[src/rtl/pcl_params.svh]
`ifndef PCL_PARAMS_SVH
`define PCL_PARAMS_SVH

// Register offsets (plain register port, 3-bit address)
`define PCL_ADDR_W 3
`define PCL_OFF_CTRL_A 3'h0
`define PCL_OFF_CTRL_B 3'h1
`define PCL_OFF_DATA_A 3'h2
`define PCL_OFF_DATA_B 3'h3
`define PCL_OFF_IRQ_STAT 3'h4
`define PCL_OFF_IRQ_EN 3'h5
`define PCL_OFF_IRQ_CLR 3'h6

// Side control register fields
`define PCL_BIT_EN1 0
`define PCL_BIT_POL1 1
`define PCL_BIT_EN2 3
`define PCL_BIT_POL2 4
`define PCL_BIT_OUT2 5
`define PCL_BIT_FLAG2 6
`define PCL_BIT_FLAG1 7

// Reset values
`define PCL_CTRL_RST 8'h00
`define PCL_DATA_RST 8'h00
`define PCL_IRQ_RST 4'h0

`endif

[src/rtl/pcl_pkg.sv]
package pcl_pkg;

    typedef enum logic [3:0] {
        PCL_M_INPUT = 4'b0001,
        PCL_M_HSHAKE = 4'b0010,
        PCL_M_PULSE = 4'b0100,
        PCL_M_MANUAL = 4'b1000
    } pcl_mode_t;

    typedef struct packed {
        logic [7:0] ctrl;
        logic line2;
    } pcl_side_t;

endpackage

[src/rtl/pcl_top.sv]
// The implementer's own choices: the plain strobed port and the register offsets.
`timescale 1ns/1ps
`include "pcl_params.svh"

// Contract
// - Edge input A sets A flag 7 on edge picked by bit 1; bit 0 gates IRQ.
// - Flag 7 sets on each active edge regardless of enable; sides identical.
// - Bit 0 only gates the interrupt output, never flag setting.
// - Bit 5 low: line 2 is input, sets flag 6 on bit-4 edge; bit 3 gates.
// - Flag 6 sets on each active line-2 edge in input mode, both sides.
// - Bit 3 in input mode only enables interrupt from flag 6.
// - A read handshake: line A2 goes high on active edge of edge input A.
// - A read handshake: line A2 goes low on processor read of port A data.
// - A pulse mode: line A2 low one cycle after each port A data read.
// - B write handshake: line B2 goes low on processor write of port B data.
// - B write handshake: line B2 returns high on active edge of input B.
// - B pulse mode: line B2 low one cycle after each port B data write.
// - A manual output: line A2 follows control bit 3.
// - Reading a side's port data clears that side's flags 6 and 7.
module pcl_top
    import pcl_pkg::*;
(
    // Clock and reset
    input wire logic clk,
    input wire logic rst_b,
    // Register port
    input wire logic [`PCL_ADDR_W-1:0] reg_addr,
    input wire logic [7:0] reg_wdata,
    input wire logic reg_wr,
    input wire logic reg_rd,
    output logic [7:0] reg_rdata,
    // Peripheral data input A and output B
    input wire logic [7:0] port_a_in,
    output logic [7:0] port_b_out,
    // Side A lines
    input wire logic edge_input_a,
    input wire logic control_line_a2_in,
    output logic control_line_a2_out,
    output logic control_line_a2_oe,
    // Side B lines
    input wire logic edge_input_b,
    input wire logic control_line_b2_in,
    output logic control_line_b2_out,
    output logic control_line_b2_oe,
    // Interrupts
    output logic interrupt_out_a_b,
    output logic interrupt_out_b_b,
    output logic irq
);

    typedef struct packed {
        logic [3:0] s1;
        logic [3:0] s2;
        logic [7:0] rdata;
        logic [7:0] port_b;
        logic [3:0] irq_stat;
        logic [3:0] irq_en;
        logic irq_a_b;
        logic irq_b_b;
        logic irq;
        logic a2_out;
        logic a2_oe;
        logic b2_out;
        logic b2_oe;
    } pcl_top_state_t;

    pcl_top_state_t q, d;
    logic [7:0] ctrl_a, ctrl_b;
    logic a2_out, a2_oe, b2_out, b2_oe;
    logic ev_a1, ev_a2, ev_b1, ev_b2;
    logic sel_ctrl_a_wr, sel_ctrl_b_wr, rd_a, rd_b, wr_b;

    function automatic logic side_irq(input logic [7:0] c);
        side_irq = (c[`PCL_BIT_FLAG1] && c[`PCL_BIT_EN1])
            || (c[`PCL_BIT_FLAG2] && c[`PCL_BIT_EN2] && !c[`PCL_BIT_OUT2]);
    endfunction

    function automatic logic hit(input logic [`PCL_ADDR_W-1:0] a,
                                 input logic [`PCL_ADDR_W-1:0] off);
        hit = (a == off);
    endfunction

    assign sel_ctrl_a_wr = reg_wr && hit(reg_addr, `PCL_OFF_CTRL_A);
    assign sel_ctrl_b_wr = reg_wr && hit(reg_addr, `PCL_OFF_CTRL_B);
    assign rd_a = reg_rd && hit(reg_addr, `PCL_OFF_DATA_A);
    assign rd_b = reg_rd && hit(reg_addr, `PCL_OFF_DATA_B);
    assign wr_b = reg_wr && hit(reg_addr, `PCL_OFF_DATA_B);

    pcl_side #(
        .WRITE_SIDE(1'b0)
    ) u_side_a (
        .clk(clk),
        .rst_b(rst_b),
        .ctrl_wr(sel_ctrl_a_wr),
        .ctrl_wdata(reg_wdata[5:0]),
        .data_rd(rd_a),
        .data_wr(1'b0),
        .edge1_sync(q.s2[0]),
        .line2_sync(q.s2[1]),
        .ctrl(ctrl_a),
        .line2_out(a2_out),
        .line2_oe(a2_oe),
        .ev_flag1(ev_a1),
        .ev_flag2(ev_a2)
    );

    pcl_side #(
        .WRITE_SIDE(1'b1)
    ) u_side_b (
        .clk(clk),
        .rst_b(rst_b),
        .ctrl_wr(sel_ctrl_b_wr),
        .ctrl_wdata(reg_wdata[5:0]),
        .data_rd(rd_b),
        .data_wr(wr_b),
        .edge1_sync(q.s2[2]),
        .line2_sync(q.s2[3]),
        .ctrl(ctrl_b),
        .line2_out(b2_out),
        .line2_oe(b2_oe),
        .ev_flag1(ev_b1),
        .ev_flag2(ev_b2)
    );

    always_comb begin
        d = q;
        // Two-stage pin synchroniser; only stage two feeds logic
        d.s1 = {control_line_b2_in, edge_input_b, control_line_a2_in, edge_input_a};
        d.s2 = q.s1;
        d.rdata = 8'h00;
        if (reg_rd) begin
            case (reg_addr)
                `PCL_OFF_CTRL_A: d.rdata = ctrl_a;
                `PCL_OFF_CTRL_B: d.rdata = ctrl_b;
                `PCL_OFF_DATA_A: d.rdata = port_a_in;
                `PCL_OFF_DATA_B: d.rdata = q.port_b;
                `PCL_OFF_IRQ_STAT: d.rdata = {4'h0, q.irq_stat};
                `PCL_OFF_IRQ_EN: d.rdata = {4'h0, q.irq_en};
                default: d.rdata = 8'h00;
            endcase
        end
        if (wr_b) begin
            d.port_b = reg_wdata;
        end
        if (reg_wr && hit(reg_addr, `PCL_OFF_IRQ_EN)) begin
            d.irq_en = reg_wdata[3:0];
        end
        // Clear first, so a same-cycle event still sets
        if (reg_wr && hit(reg_addr, `PCL_OFF_IRQ_CLR)) begin
            d.irq_stat = q.irq_stat & ~reg_wdata[3:0];
        end
        d.irq_stat = d.irq_stat | {ev_b2, ev_b1, ev_a2, ev_a1};
        d.irq = |(q.irq_stat & q.irq_en);
        d.irq_a_b = !side_irq(ctrl_a);
        d.irq_b_b = !side_irq(ctrl_b);
        d.a2_out = a2_out;
        d.a2_oe = a2_oe;
        d.b2_out = b2_out;
        d.b2_oe = b2_oe;
        if (!rst_b) begin
            d = '0;
            d.port_b = `PCL_DATA_RST;
            d.irq_stat = `PCL_IRQ_RST;
            d.irq_en = `PCL_IRQ_RST;
            d.irq_a_b = 1'b1;
            d.irq_b_b = 1'b1;
            d.a2_out = 1'b1;
            d.b2_out = 1'b1;
        end
    end

    always_ff @(posedge clk) begin
        q <= d;
    end

    assign reg_rdata = q.rdata;
    assign port_b_out = q.port_b;
    assign control_line_a2_out = q.a2_out;
    assign control_line_a2_oe = q.a2_oe;
    assign control_line_b2_out = q.b2_out;
    assign control_line_b2_oe = q.b2_oe;
    assign interrupt_out_a_b = q.irq_a_b;
    assign interrupt_out_b_b = q.irq_b_b;
    assign irq = q.irq;

endmodule

[src/rtl/pcl_side.sv]
`timescale 1ns/1ps
`include "pcl_params.svh"

module pcl_side
    import pcl_pkg::*;
#(
    parameter bit WRITE_SIDE = 1'b0
) (
    // Clock and reset
    input wire logic clk,
    input wire logic rst_b,
    // Software access
    input wire logic ctrl_wr,
    input wire logic [5:0] ctrl_wdata,
    input wire logic data_rd,
    input wire logic data_wr,
    // Synchronised pins
    input wire logic edge1_sync,
    input wire logic line2_sync,
    // State
    output logic [7:0] ctrl,
    output logic line2_out,
    output logic line2_oe,
    output logic ev_flag1,
    output logic ev_flag2
);

    typedef struct packed {
        pcl_side_t s;
        logic e1_prev;
        logic l2_prev;
    } pcl_side_state_t;

    pcl_side_state_t q, d;
    pcl_mode_t mode;
    logic act1, act2, access;

    function automatic logic active_edge(input logic prev, input logic now, input logic rise);
        active_edge = rise ? (!prev && now) : (prev && !now);
    endfunction

    always_comb begin
        if (!q.s.ctrl[`PCL_BIT_OUT2]) begin
            mode = PCL_M_INPUT;
        end else if (q.s.ctrl[`PCL_BIT_POL2]) begin
            mode = PCL_M_MANUAL;
        end else if (q.s.ctrl[`PCL_BIT_EN2]) begin
            mode = PCL_M_PULSE;
        end else begin
            mode = PCL_M_HSHAKE;
        end
    end

    assign act1 = active_edge(q.e1_prev, edge1_sync, q.s.ctrl[`PCL_BIT_POL1]);
    assign act2 = active_edge(q.l2_prev, line2_sync, q.s.ctrl[`PCL_BIT_POL2]);
    assign access = WRITE_SIDE ? data_wr : data_rd;

    always_comb begin
        d = q;
        d.e1_prev = edge1_sync;
        d.l2_prev = line2_sync;
        if (ctrl_wr) begin
            d.s.ctrl[5:0] = ctrl_wdata;
        end
        // Read of port data clears both flags; a same-cycle edge wins
        if (data_rd) begin
            d.s.ctrl[`PCL_BIT_FLAG1] = 1'b0;
            d.s.ctrl[`PCL_BIT_FLAG2] = 1'b0;
        end
        if (act1) begin
            d.s.ctrl[`PCL_BIT_FLAG1] = 1'b1;
        end
        if (act2 && mode == PCL_M_INPUT) begin
            d.s.ctrl[`PCL_BIT_FLAG2] = 1'b1;
        end
        case (mode)
            PCL_M_INPUT: begin
                d.s.line2 = 1'b1;
            end
            PCL_M_HSHAKE: begin
                if (access) begin
                    d.s.line2 = 1'b0;
                end else if (act1) begin
                    d.s.line2 = 1'b1;
                end
            end
            PCL_M_PULSE: begin
                d.s.line2 = !access;
            end
            PCL_M_MANUAL: begin
                d.s.line2 = q.s.ctrl[`PCL_BIT_EN2];
            end
            default: begin
                d.s.line2 = 1'b1;
            end
        endcase
        if (ctrl_wr && ctrl_wdata[`PCL_BIT_OUT2] && ctrl_wdata[`PCL_BIT_POL2]) begin
            d.s.line2 = ctrl_wdata[`PCL_BIT_EN2];
        end
        if (!rst_b) begin
            d = '0;
            d.s.ctrl = `PCL_CTRL_RST;
            d.s.line2 = 1'b1;
            d.e1_prev = 1'b0;
            d.l2_prev = 1'b0;
        end
    end

    always_ff @(posedge clk) begin
        q <= d;
    end

    assign ctrl = q.s.ctrl;
    assign line2_out = q.s.line2;
    assign line2_oe = (mode != PCL_M_INPUT);
    assign ev_flag1 = act1;
    assign ev_flag2 = act2 && mode == PCL_M_INPUT;

endmodule

[config.mk]
export PLATFORM = sky130hd
export DESIGN_NAME = pcl_top
export DESIGN_NICKNAME = d
export VERILOG_FILES = /design/src/rtl/pcl_pkg.sv /design/src/rtl/pcl_top.sv /design/src/rtl/pcl_side.sv
export VERILOG_INCLUDE_DIRS = /design/src /design/src/rtl
export SDC_FILE = /design/constraint.sdc
export NUM_CORES = 1
export LEC_CHECK = 0
export BUFFER_PORTS_ARGS = -buffer_cell sky130_fd_sc_hd__buf_2
export CORE_UTILIZATION = 40
export CTS_CLUSTER_DIAMETER = 50
export CTS_CLUSTER_SIZE = 40
export DETAILED_ROUTE_END_ITERATION = 8
export GPL_TIMING_DRIVEN = 0
export PLACE_DENSITY = 0.72
export SYNTH_ARGS = -nofsm -noshare
export SYNTH_HDL_FRONTEND = slang
export SYNTH_HIERARCHICAL = 1
export SYNTH_SLANG_ARGS = --single-unit
[constraint.sdc]
create_clock -name clk -period 4.8 [get_ports clk]
set_clock_uncertainty 0.05 [all_clocks]
set_input_delay 0.24 -clock clk [delete_from_list [all_inputs] [get_ports clk]]
set_output_delay 0.24 -clock clk [all_outputs]
set_load 0.05 [all_outputs]
* Word-level counts from Yosys, hierarchy flattened
Cells that the tools add are included.
** Storage, ports and cells
- Flip-flop bits (word level) :: 61
- Input port bits :: 27
- Logic and storage cells :: 123
- Output and inout bits :: 23
** Cells by class
- Eq/ne operators :: 18
- Mux-type cells :: 26
- Bitwise logic cells :: 4
- Reductions and logical operators :: 50
** Operators by type and width (number)
- $pmux W8 S6 :: 1
- $logic_and A1 B1 Y1 :: 27
- $mux W4 :: 5
- $logic_not A1 Y1 :: 14
- $mux W1 :: 14
- $eq A3 B3 Y1 const B :: 3
- $and A4 B4 Y4 :: 2
- $eq A4 B1 Y1 const B :: 2
- $eq A4 B2 Y1 const B :: 2
- $eq A4 B3 Y1 const B :: 2
- $eq A4 B4 Y1 const B :: 2
- $ne A4 B1 Y1 const B :: 2
- $ne A4 B2 Y1 const B :: 2
- $reduce_bool A2 Y1 :: 4
- $eq A3 B2 Y1 const B :: 2
- $mux W3 :: 2
- $pmux W1 S3 :: 2
- $mux W2 :: 2
- $not A4 Y4 :: 1
- $or A4 B4 Y4 :: 1
- $reduce_or A4 Y1 :: 1
- $eq A3 B1 Y1 const B :: 1
- $logic_not A3 Y1 :: 1
- $logic_or A1 B1 Y1 :: 2
- $reduce_and A2 Y1 :: 1

* Longest topological paths before layout
Gate-level depths: netlist of the first run.
- Depth after elaboration :: 7
- Depth in mapped cells :: 9
- Gate-level depth less buffers :: 6

* Cells and area by module
Netlist of the first run, hierarchy kept.
** Modules (own cells, without submodules)
- pcl_top :: area an instance 1835.5 µm², instances 1, sequential area each 780.7 µm², cells an instance 191
- pcl_side (u_side_b) :: area an instance 556.8 µm², instances 1, sequential area each 220.2 µm², cells an instance 57
- pcl_side (u_side_a) :: area an instance 554.3 µm², instances 1, sequential area each 220.2 µm², cells an instance 57

* Worst setup path after synthesis of the first run
Ideal clock, no wire load.
- Path type :: in2reg
- Start :: input reg_addr[1]
- End :: register u_side_a.q (netlist bit u_side_a/line2_out)
- Setup time :: 73 ps
- Setup slack :: 3014 ps
- Path buffers :: 3
- Data required time :: 4677 ps
- Arrival time :: 1662 ps
- Stages on the path :: 9
- Cell sequence :: buf_6 or2_1 buf_2 nor3b_1 buf_6 nand3_4 and4_4 a32o_1 o211ai_2
** Between the ends
- Longest elaborated chain between the ends :: 5
- Elaborated cells on any way between the ends :: 11
- Classes of those cells :: 2 x eq/ne; 3 x mux; 6 x reduce/logical
** Ends and longest elaborated chain
- start, declared :: line pcl_top.sv:27 : input wire logic [`PCL_ADDR_W-1:0] reg_addr,
- $logic_not A3 Y1 (*) :: line pcl_top.sv:80 : hit = (a == off);
- $logic_and A1 B1 Y1 (*) :: line pcl_top.sv:83 : assign sel_ctrl_a_wr = reg_wr && hit(reg_addr, `PCL_OFF_CTRL_A);
- net sel_ctrl_a_wr :: line pcl_top.sv:71 : logic sel_ctrl_a_wr, sel_ctrl_b_wr, rd_a, rd_b, wr_b;
- $logic_and A1 B1 Y1 (*) (2 in series) :: line pcl_side.sv:97 : if (ctrl_wr && ctrl_wdata[`PCL_BIT_OUT2] && ctrl_wdata[`PCL_BIT_POL2]) begin
- $ne A4 B2 Y1 (no source line) / $mux W1 (equally long branches)
- end signal, assigned :: line pcl_side.sv:110 : q <= d;
- end, declared :: line pcl_side.sv:34 : pcl_side_state_t q, d;
The timed path passes the listed nets; every way through them passes the cells marked *.
A chain may end at the register's enable or synchronous reset.

* Worst setup path in the final report of the first run
- Start :: input reg_addr[2]
- End :: register u_side_a.q (netlist bit u_side_a/line2_out)
** Between the ends
- Longest elaborated chain between the ends :: 5
- Elaborated cells on any way between the ends :: 11
- Classes of those cells :: 2 x eq/ne; 3 x mux; 6 x reduce/logical
** Ends and longest elaborated chain
- $eq A3 B2 Y1 (*) :: line pcl_top.sv:80
- $logic_and A1 B1 Y1 (*) :: line pcl_top.sv:85 : assign rd_a = reg_rd && hit(reg_addr, `PCL_OFF_DATA_A);
- net rd_a :: line pcl_top.sv:71
- $mux W1 / $logic_not A1 Y1 (equally long branches) :: line pcl_side.sv:81, pcl_side.sv:88
- $pmux W1 S3 :: line pcl_side.sv:76 : case (mode)
- $mux W1 :: line pcl_side.sv:97
Marks and branches as above.

==> impl_metrics.env, run 1 <==
export IMPL_hold_viol=0
export IMPL_dpl_cell_count=448
export IMPL_critPathLaunchType="primary input"
export IMPL_grt_pass1_vias=2117
export IMPL_slew_headroom_pct=60.30
export IMPL_antenna_found_initial=0
export IMPL_r2r_start="u_side_a/ctrl[1]$_SDFFE_PN0P_"
export IMPL_p_int_w=0.0007788
export IMPL_cts_resized=0
export IMPL_hold_start="control_line_b2_in"
export IMPL_ys_warn_count=6
export IMPL_cts_tree="yes"
export IMPL_worstSetupPathType="primary input to register"
export IMPL_numCtsBuffers=9
export IMPL_fp_coreArea_um2=6944
export IMPL_first_pass_iters=4
export IMPL_rows=30
export IMPL_crit_buf_inv=3
export IMPL_vias=2214
export IMPL_drt_initial_drc_count=88
export IMPL_final_cells=464
export IMPL_critPathCaptureType="register"
export IMPL_areaGrowthSynthToFinish_pct=18.28
export IMPL_antenna_cells=0
export IMPL_fin_crit_sh_pct=33.41
export IMPL_cts_htree_levels=3
export IMPL_switching_share_pct=25.02
export IMPL_die_area_um2=7704
export IMPL_net_switching_power_w=0.0002599
export IMPL_startpoint="reg_addr[2]"
export IMPL_outcome="finished, final reports clean"
export IMPL_hold_class="primary input to register"
export IMPL_worst_pin_slew_ns=0.5956
export IMPL_power_frac_seq_pct=50.7
export IMPL_ir_drop_uv=139.8
export IMPL_hold_buffers=0
export IMPL_setup_tns_ns=0
export IMPL_comb_power_share_pct=10.2
export IMPL_rsz0062_at_grt="false"
export IMPL_syn_area_um2=2943
export IMPL_cp_slowest_cell="nor3b_1"
export IMPL_portBuffers=48
export IMPL_path_cells="buf_2 > buf_6 > nand2b_1 > nor3b_1 > inv_1 > and4_4 > a32o_1 > o211ai_2"
export IMPL_grt_max_degree=11
export IMPL_synth_area_per_cell_um2=9.680
export IMPL_cts_root_buf="clkbuf_8"
export IMPL_path_clk_slew_ns=0.07
export IMPL_grt_util_all_layers_pct=18.26
export IMPL_dpl_hpwl_um=4910
export IMPL_start_util_pct=42.38
export IMPL_wl_per_cell_um=14.05
export IMPL_synth_fp_nets=331
export IMPL_pin_count=50
export IMPL_worstSkewPairLatency_ns=0.33
export IMPL_slew_viol_final=0
export IMPL_die_x_um=87.78
export IMPL_place_area_um2=3303
export IMPL_max_freq_mhz=623.6
export IMPL_drc=0
export IMPL_finalNetCount=390
export IMPL_cp_max_fo=10
export IMPL_clockBufferDepth=2
export IMPL_grt_pass1_wl_um=10580
export IMPL_p_leak_nw=1.509
export IMPL_cp_slowest_stage_delay_ns=0.41
export IMPL_place_gp_congestion=0.8336
export IMPL_post_cts_buffers=0
export IMPL_cap_viol_max_count=0
export IMPL_grt_overflow=0
export IMPL_drive_gt1_share_pct=30.71
export IMPL_finalWirelength_um=6517
export IMPL_via_per_inst=4.772
export IMPL_synth_cells=304
export IMPL_arrival_ns=1.82
export IMPL_cts_num_sinks=61
export IMPL_fp_dieH_um=87.78
export IMPL_timing_final_crit_period_ns=1.604
export IMPL_critPathRequiredTime_ns=5.02
export IMPL_path_delay_family="simple AND/OR/NAND/NOR gates"
export IMPL_fin_area_um2=3481
export IMPL_setup_violations=0
export IMPL_postRouteAntennaNets=0
export IMPL_p_per_area_nw_per_um2=298.4
export IMPL_power_frac_clock_pct=39.2
-- path summary, 6_finish.rpt --
check / endpoint / slack (ns) / depth (start not counted)
max: u_side_a/line2_out$_SDFFE_PN1P_ / 3.20 / 8
min: q[38]$_SDFF_PN0_ / 0.05 / 2
max reg2reg: reg_rdata[1]$_SDFF_PN0_ / 3.55 / 4
min reg2reg: q[33]$_SDFF_PN0_ / 0.38 / 1
-- cells in the final DEF, fill, tap and decap left out, types with 7 or more instances in the layout --
cell type	instances
a21boi_1	9
a21oi_1	7
and2_1	14
buf_2	51
buf_4	33
clkbuf_1	9
clkbuf_8	11
dfxtp_1	61
mux2i_1	34
nand2_1	28
nor2_1	11
nor2b_1	20
nor3b_1	8
-- stage by stage --
step / setup slack (ns) / util [%] / power [W] / hold slack (ns)
5_1_grt: 3.109 / 50.13 / 0.001077 / 0.04946
2_1_floorplan: 3.014 / - / 0.0006078 / 0.3173
4_1_cts: 3.237 / 50.13 / 0.001051 / 0.03837
3_3_place_gp: 2.930 / 47.57 / 0.0006412 / 0.3639
6_report: 3.196 / 50.13 / 0.001039 / 0.05439
3_5_place_dp: 2.881 / 47.57 / 0.0006437 / 0.3701
-- area by class of cell --
cell class	instances	area [um^2]
buffer	50	360.3
clock buffer	12	155.1
clock inverter	4	22.52
fill	654	3463
inverter	5	18.77
multi-input combinational	188	1343
sequential	61	1221
tap	96	120.1
timing repair buffer	48	240.2
-- layer usage --
| layer | vias up | share of wire (%) | track usage [%] |
|---|---|---|---|
| met3 | 5 | 5.0 | 4.807 |
| met4 | 0 | 0.43 | 4.471 |
| met5 | - | 0 | 0 |
| met1 | 1029 | 47 | 23.58 |
| met2 | 57 | 47 | 30.37 |
| li1 | 1123 | - | - |
-- state kept, by name (all words and copies together), names as in the netlist, 2 cells and up --
name,cells
u_side_b/ctrl,8
port_b_out,8
u_side_a/q,2
u_side_b/q,2
q,16
u_side_a/ctrl,8
reg_rdata,8
-- power by group through the flow --
stage,clock [W],combinational (W),sequential [W]
2_1_floorplan,0,0.0000711,0.000537
3_3_place_gp,0,0.000104,0.000537
3_5_place_dp,0,0.000106,0.000538
4_1_cts,0.000418,0.000106,0.000526
5_1_grt,0.000435,0.000114,0.000528
6_report,0.000407,0.000106,0.000526
Note: power is estimated with default switching activity, not from simulation.
==> inputs of run 2 (changes only) <==
- clock period: 4.8 -> 1.62 ns (I/O delays scaled with it)
==> run 2 against run 1 <==
Non-clock buffer count up 10. Routed wire length increased by 1.0%. Register-to-register slack got worse by 3.2 ns. Cell count is 1.9% higher. Total power rose to 2.9 times the previous value. Design area up 2.7%. First-iteration DRC count increased by 30%. Setup slack got worse by 3.1 ns.
==> impl_metrics.env, run 2 (synthesized netlist as in run 1, its figures left out) <==
export IMPL_setup_tns_ns=0
export IMPL_dpl_cell_count=448
export IMPL_vias=2259
export IMPL_dpl_hpwl_um=4764
export IMPL_fp_dieH_um=87.78
export IMPL_grt_pass1_wl_um=10680
export IMPL_hold_class="primary input to register"
export IMPL_finalWirelength_um=6583
export IMPL_timing_final_crit_period_ns=1.534
export IMPL_worstSetupPathType="primary input to register"
export IMPL_largest_register_ffs=16
export IMPL_clockBufferDepth=2
export IMPL_antenna_found_initial=0
export IMPL_finalNetCount=400
export IMPL_switching_share_pct=25.40
export IMPL_cp_max_fo=7
export IMPL_net_switching_power_w=0.0007745
export IMPL_slew_headroom_pct=60.71
export IMPL_p_int_w=0.002275
export IMPL_max_freq_mhz=651.8
export IMPL_drt_initial_drc_count=114
export IMPL_worst_pin_slew_ns=0.5894
export IMPL_fp_coreArea_um2=6944
export IMPL_total_power_w=0.003050
export IMPL_postRouteAntennaNets=0
export IMPL_via_per_inst=4.776
export IMPL_die_x_um=87.78
export IMPL_hold_viol=0
export IMPL_cts_htree_levels=3
export IMPL_fin_crit_sh_pct=94.70
export IMPL_start_util_pct=42.38
export IMPL_most_common_layout_cells="dfxtp_1, buf_2, mux2i_1"
export IMPL_grt_pass1_vias=2159
export IMPL_die_area_um2=7704
export IMPL_path_clk_slew_ns=0.07
export IMPL_place_gp_congestion=0.8606
export IMPL_grt_use_met1_pct=23.08
export IMPL_ir_drop_uv=541.7
export IMPL_grt_overflow=0
export IMPL_pin_count=50
export IMPL_cts_num_sinks=61
export IMPL_portBuffers=48
export IMPL_cts_tree="yes"
export IMPL_largest_register="q"
export IMPL_cp_slowest_stage_delay_ns=0.53
export IMPL_p_per_area_nw_per_um2=853.2
export IMPL_cts_root_buf="clkbuf_8"
export IMPL_setup_violations=0
export IMPL_cap_viol_max_count=0
export IMPL_critPathLaunchType="primary input"
export IMPL_numCtsBuffers=9
export IMPL_layout_commonest_cell="dfxtp_1"
export IMPL_rsz0062_at_grt="false"
export IMPL_cts_resized=0
export IMPL_drc=0
export IMPL_met3_usage_pct=4.713
export IMPL_cp_slowest_cell="dlygate4sd3_1"
export IMPL_first_pass_iters=4
export IMPL_outcome="finished, final reports clean"
export IMPL_wl_per_cell_um=13.92
export IMPL_busiest_layer="met2"
export IMPL_antenna_cells=0
export IMPL_drive_gt1_share_pct=29.97
export IMPL_worstSkewPairLatency_ns=0.34
export IMPL_power_frac_seq_pct=51.1
export IMPL_critPathRequiredTime_ns=1.84
export IMPL_path_cells="dlygate4sd3_1 > buf_2 > nor3b_1 > inv_1 > and4_4 > a32o_1 > o211ai_2"
export IMPL_p_leak_nw=1.541
export IMPL_arrival_ns=1.76
export IMPL_grt_util_all_layers_pct=18.63
export IMPL_slew_viol_final=0
export IMPL_hold_ws_ns=0.01457
export IMPL_final_cells=473
export IMPL_areaGrowthSynthToFinish_pct=21.47
export IMPL_fin_util_pct=51.48
export IMPL_comb_power_share_pct=11.0
export IMPL_grt_max_degree=11
export IMPL_power_frac_clock_pct=37.9
export IMPL_critPathCaptureType="register"
export IMPL_rows=30
export IMPL_use_met2_pct=31.57
[run 2: path summary, 6_finish.rpt]
check	from	to	slack [ns]	cells past startpoint
min reg2reg	q[38]$_SDFF_PN0_	q[34]$_SDFF_PN0_	0.38	1
max	reg_rd	u_side_a/line2_out$_SDFFE_PN1P_	0.09	7
max reg2reg	u_side_a/ctrl[1]$_SDFFE_PN0P_	reg_rdata[1]$_SDFF_PN0_	0.35	4
min	reg_wdata[0]	port_b_out[0]$_SDFFE_PN0P_	0.01	3
[run 2: layout make-up]
cell class | instances | area [um^2]
multi-input combinational | 188 | 1348
sequential | 61 | 1221
clock buffer | 11 | 141.4
inverter | 5 | 18.77
timing repair buffer | 58 | 340.3
buffer | 50 | 360.3
fill | 661 | 3369
clock inverter | 4 | 25.02
tap | 96 | 120.1
[run 2: critical path, delay by kind of cell]
family / cells / cell delay [ns]
and+or+nand+nor: 2 / 0.51
AOI/OAI and AO/OA: 2 / 0.32
buffers and inverters: 3 / 0.84
[run 2: repair_timing]
action                    4_1_cts  5_1_grt
hold buffers                   10        0
hold endpoints to repair       12        0
setup buffers                   0        0
[run 2: power by group through the flow]
stage	clock network, W	registers [W]	logic (W)
6_report	0.00116	0.00156	0.000334
5_1_grt	0.00126	0.00156	0.000360
4_1_cts	0.00119	0.00156	0.000335
3_5_place_dp	0	0.00159	0.000315
3_3_place_gp	0	0.00159	0.000311
2_1_floorplan	0	0.00159	0.000212
[run 2: layer usage]
layer,vias up,part of all wire (%)
met5,-,0
met4,0,1.1
met3,10,4.7
met2,58,46
met1,1047,48
li1,1144,-
[run 2: through the flow]
| stage | instance area (um^2) | worst slack (ns) |
|---|---|---|
| finish | 3575 | 0.08578 |
| global route | 3575 | 0.004129 |
| CTS | 3575 | 0.1263 |
| detailed placement | 3308 | -0.07003 |
| global placement | 3308 | -0.06425 |
| floorplan | 2948 | 0.04880 |
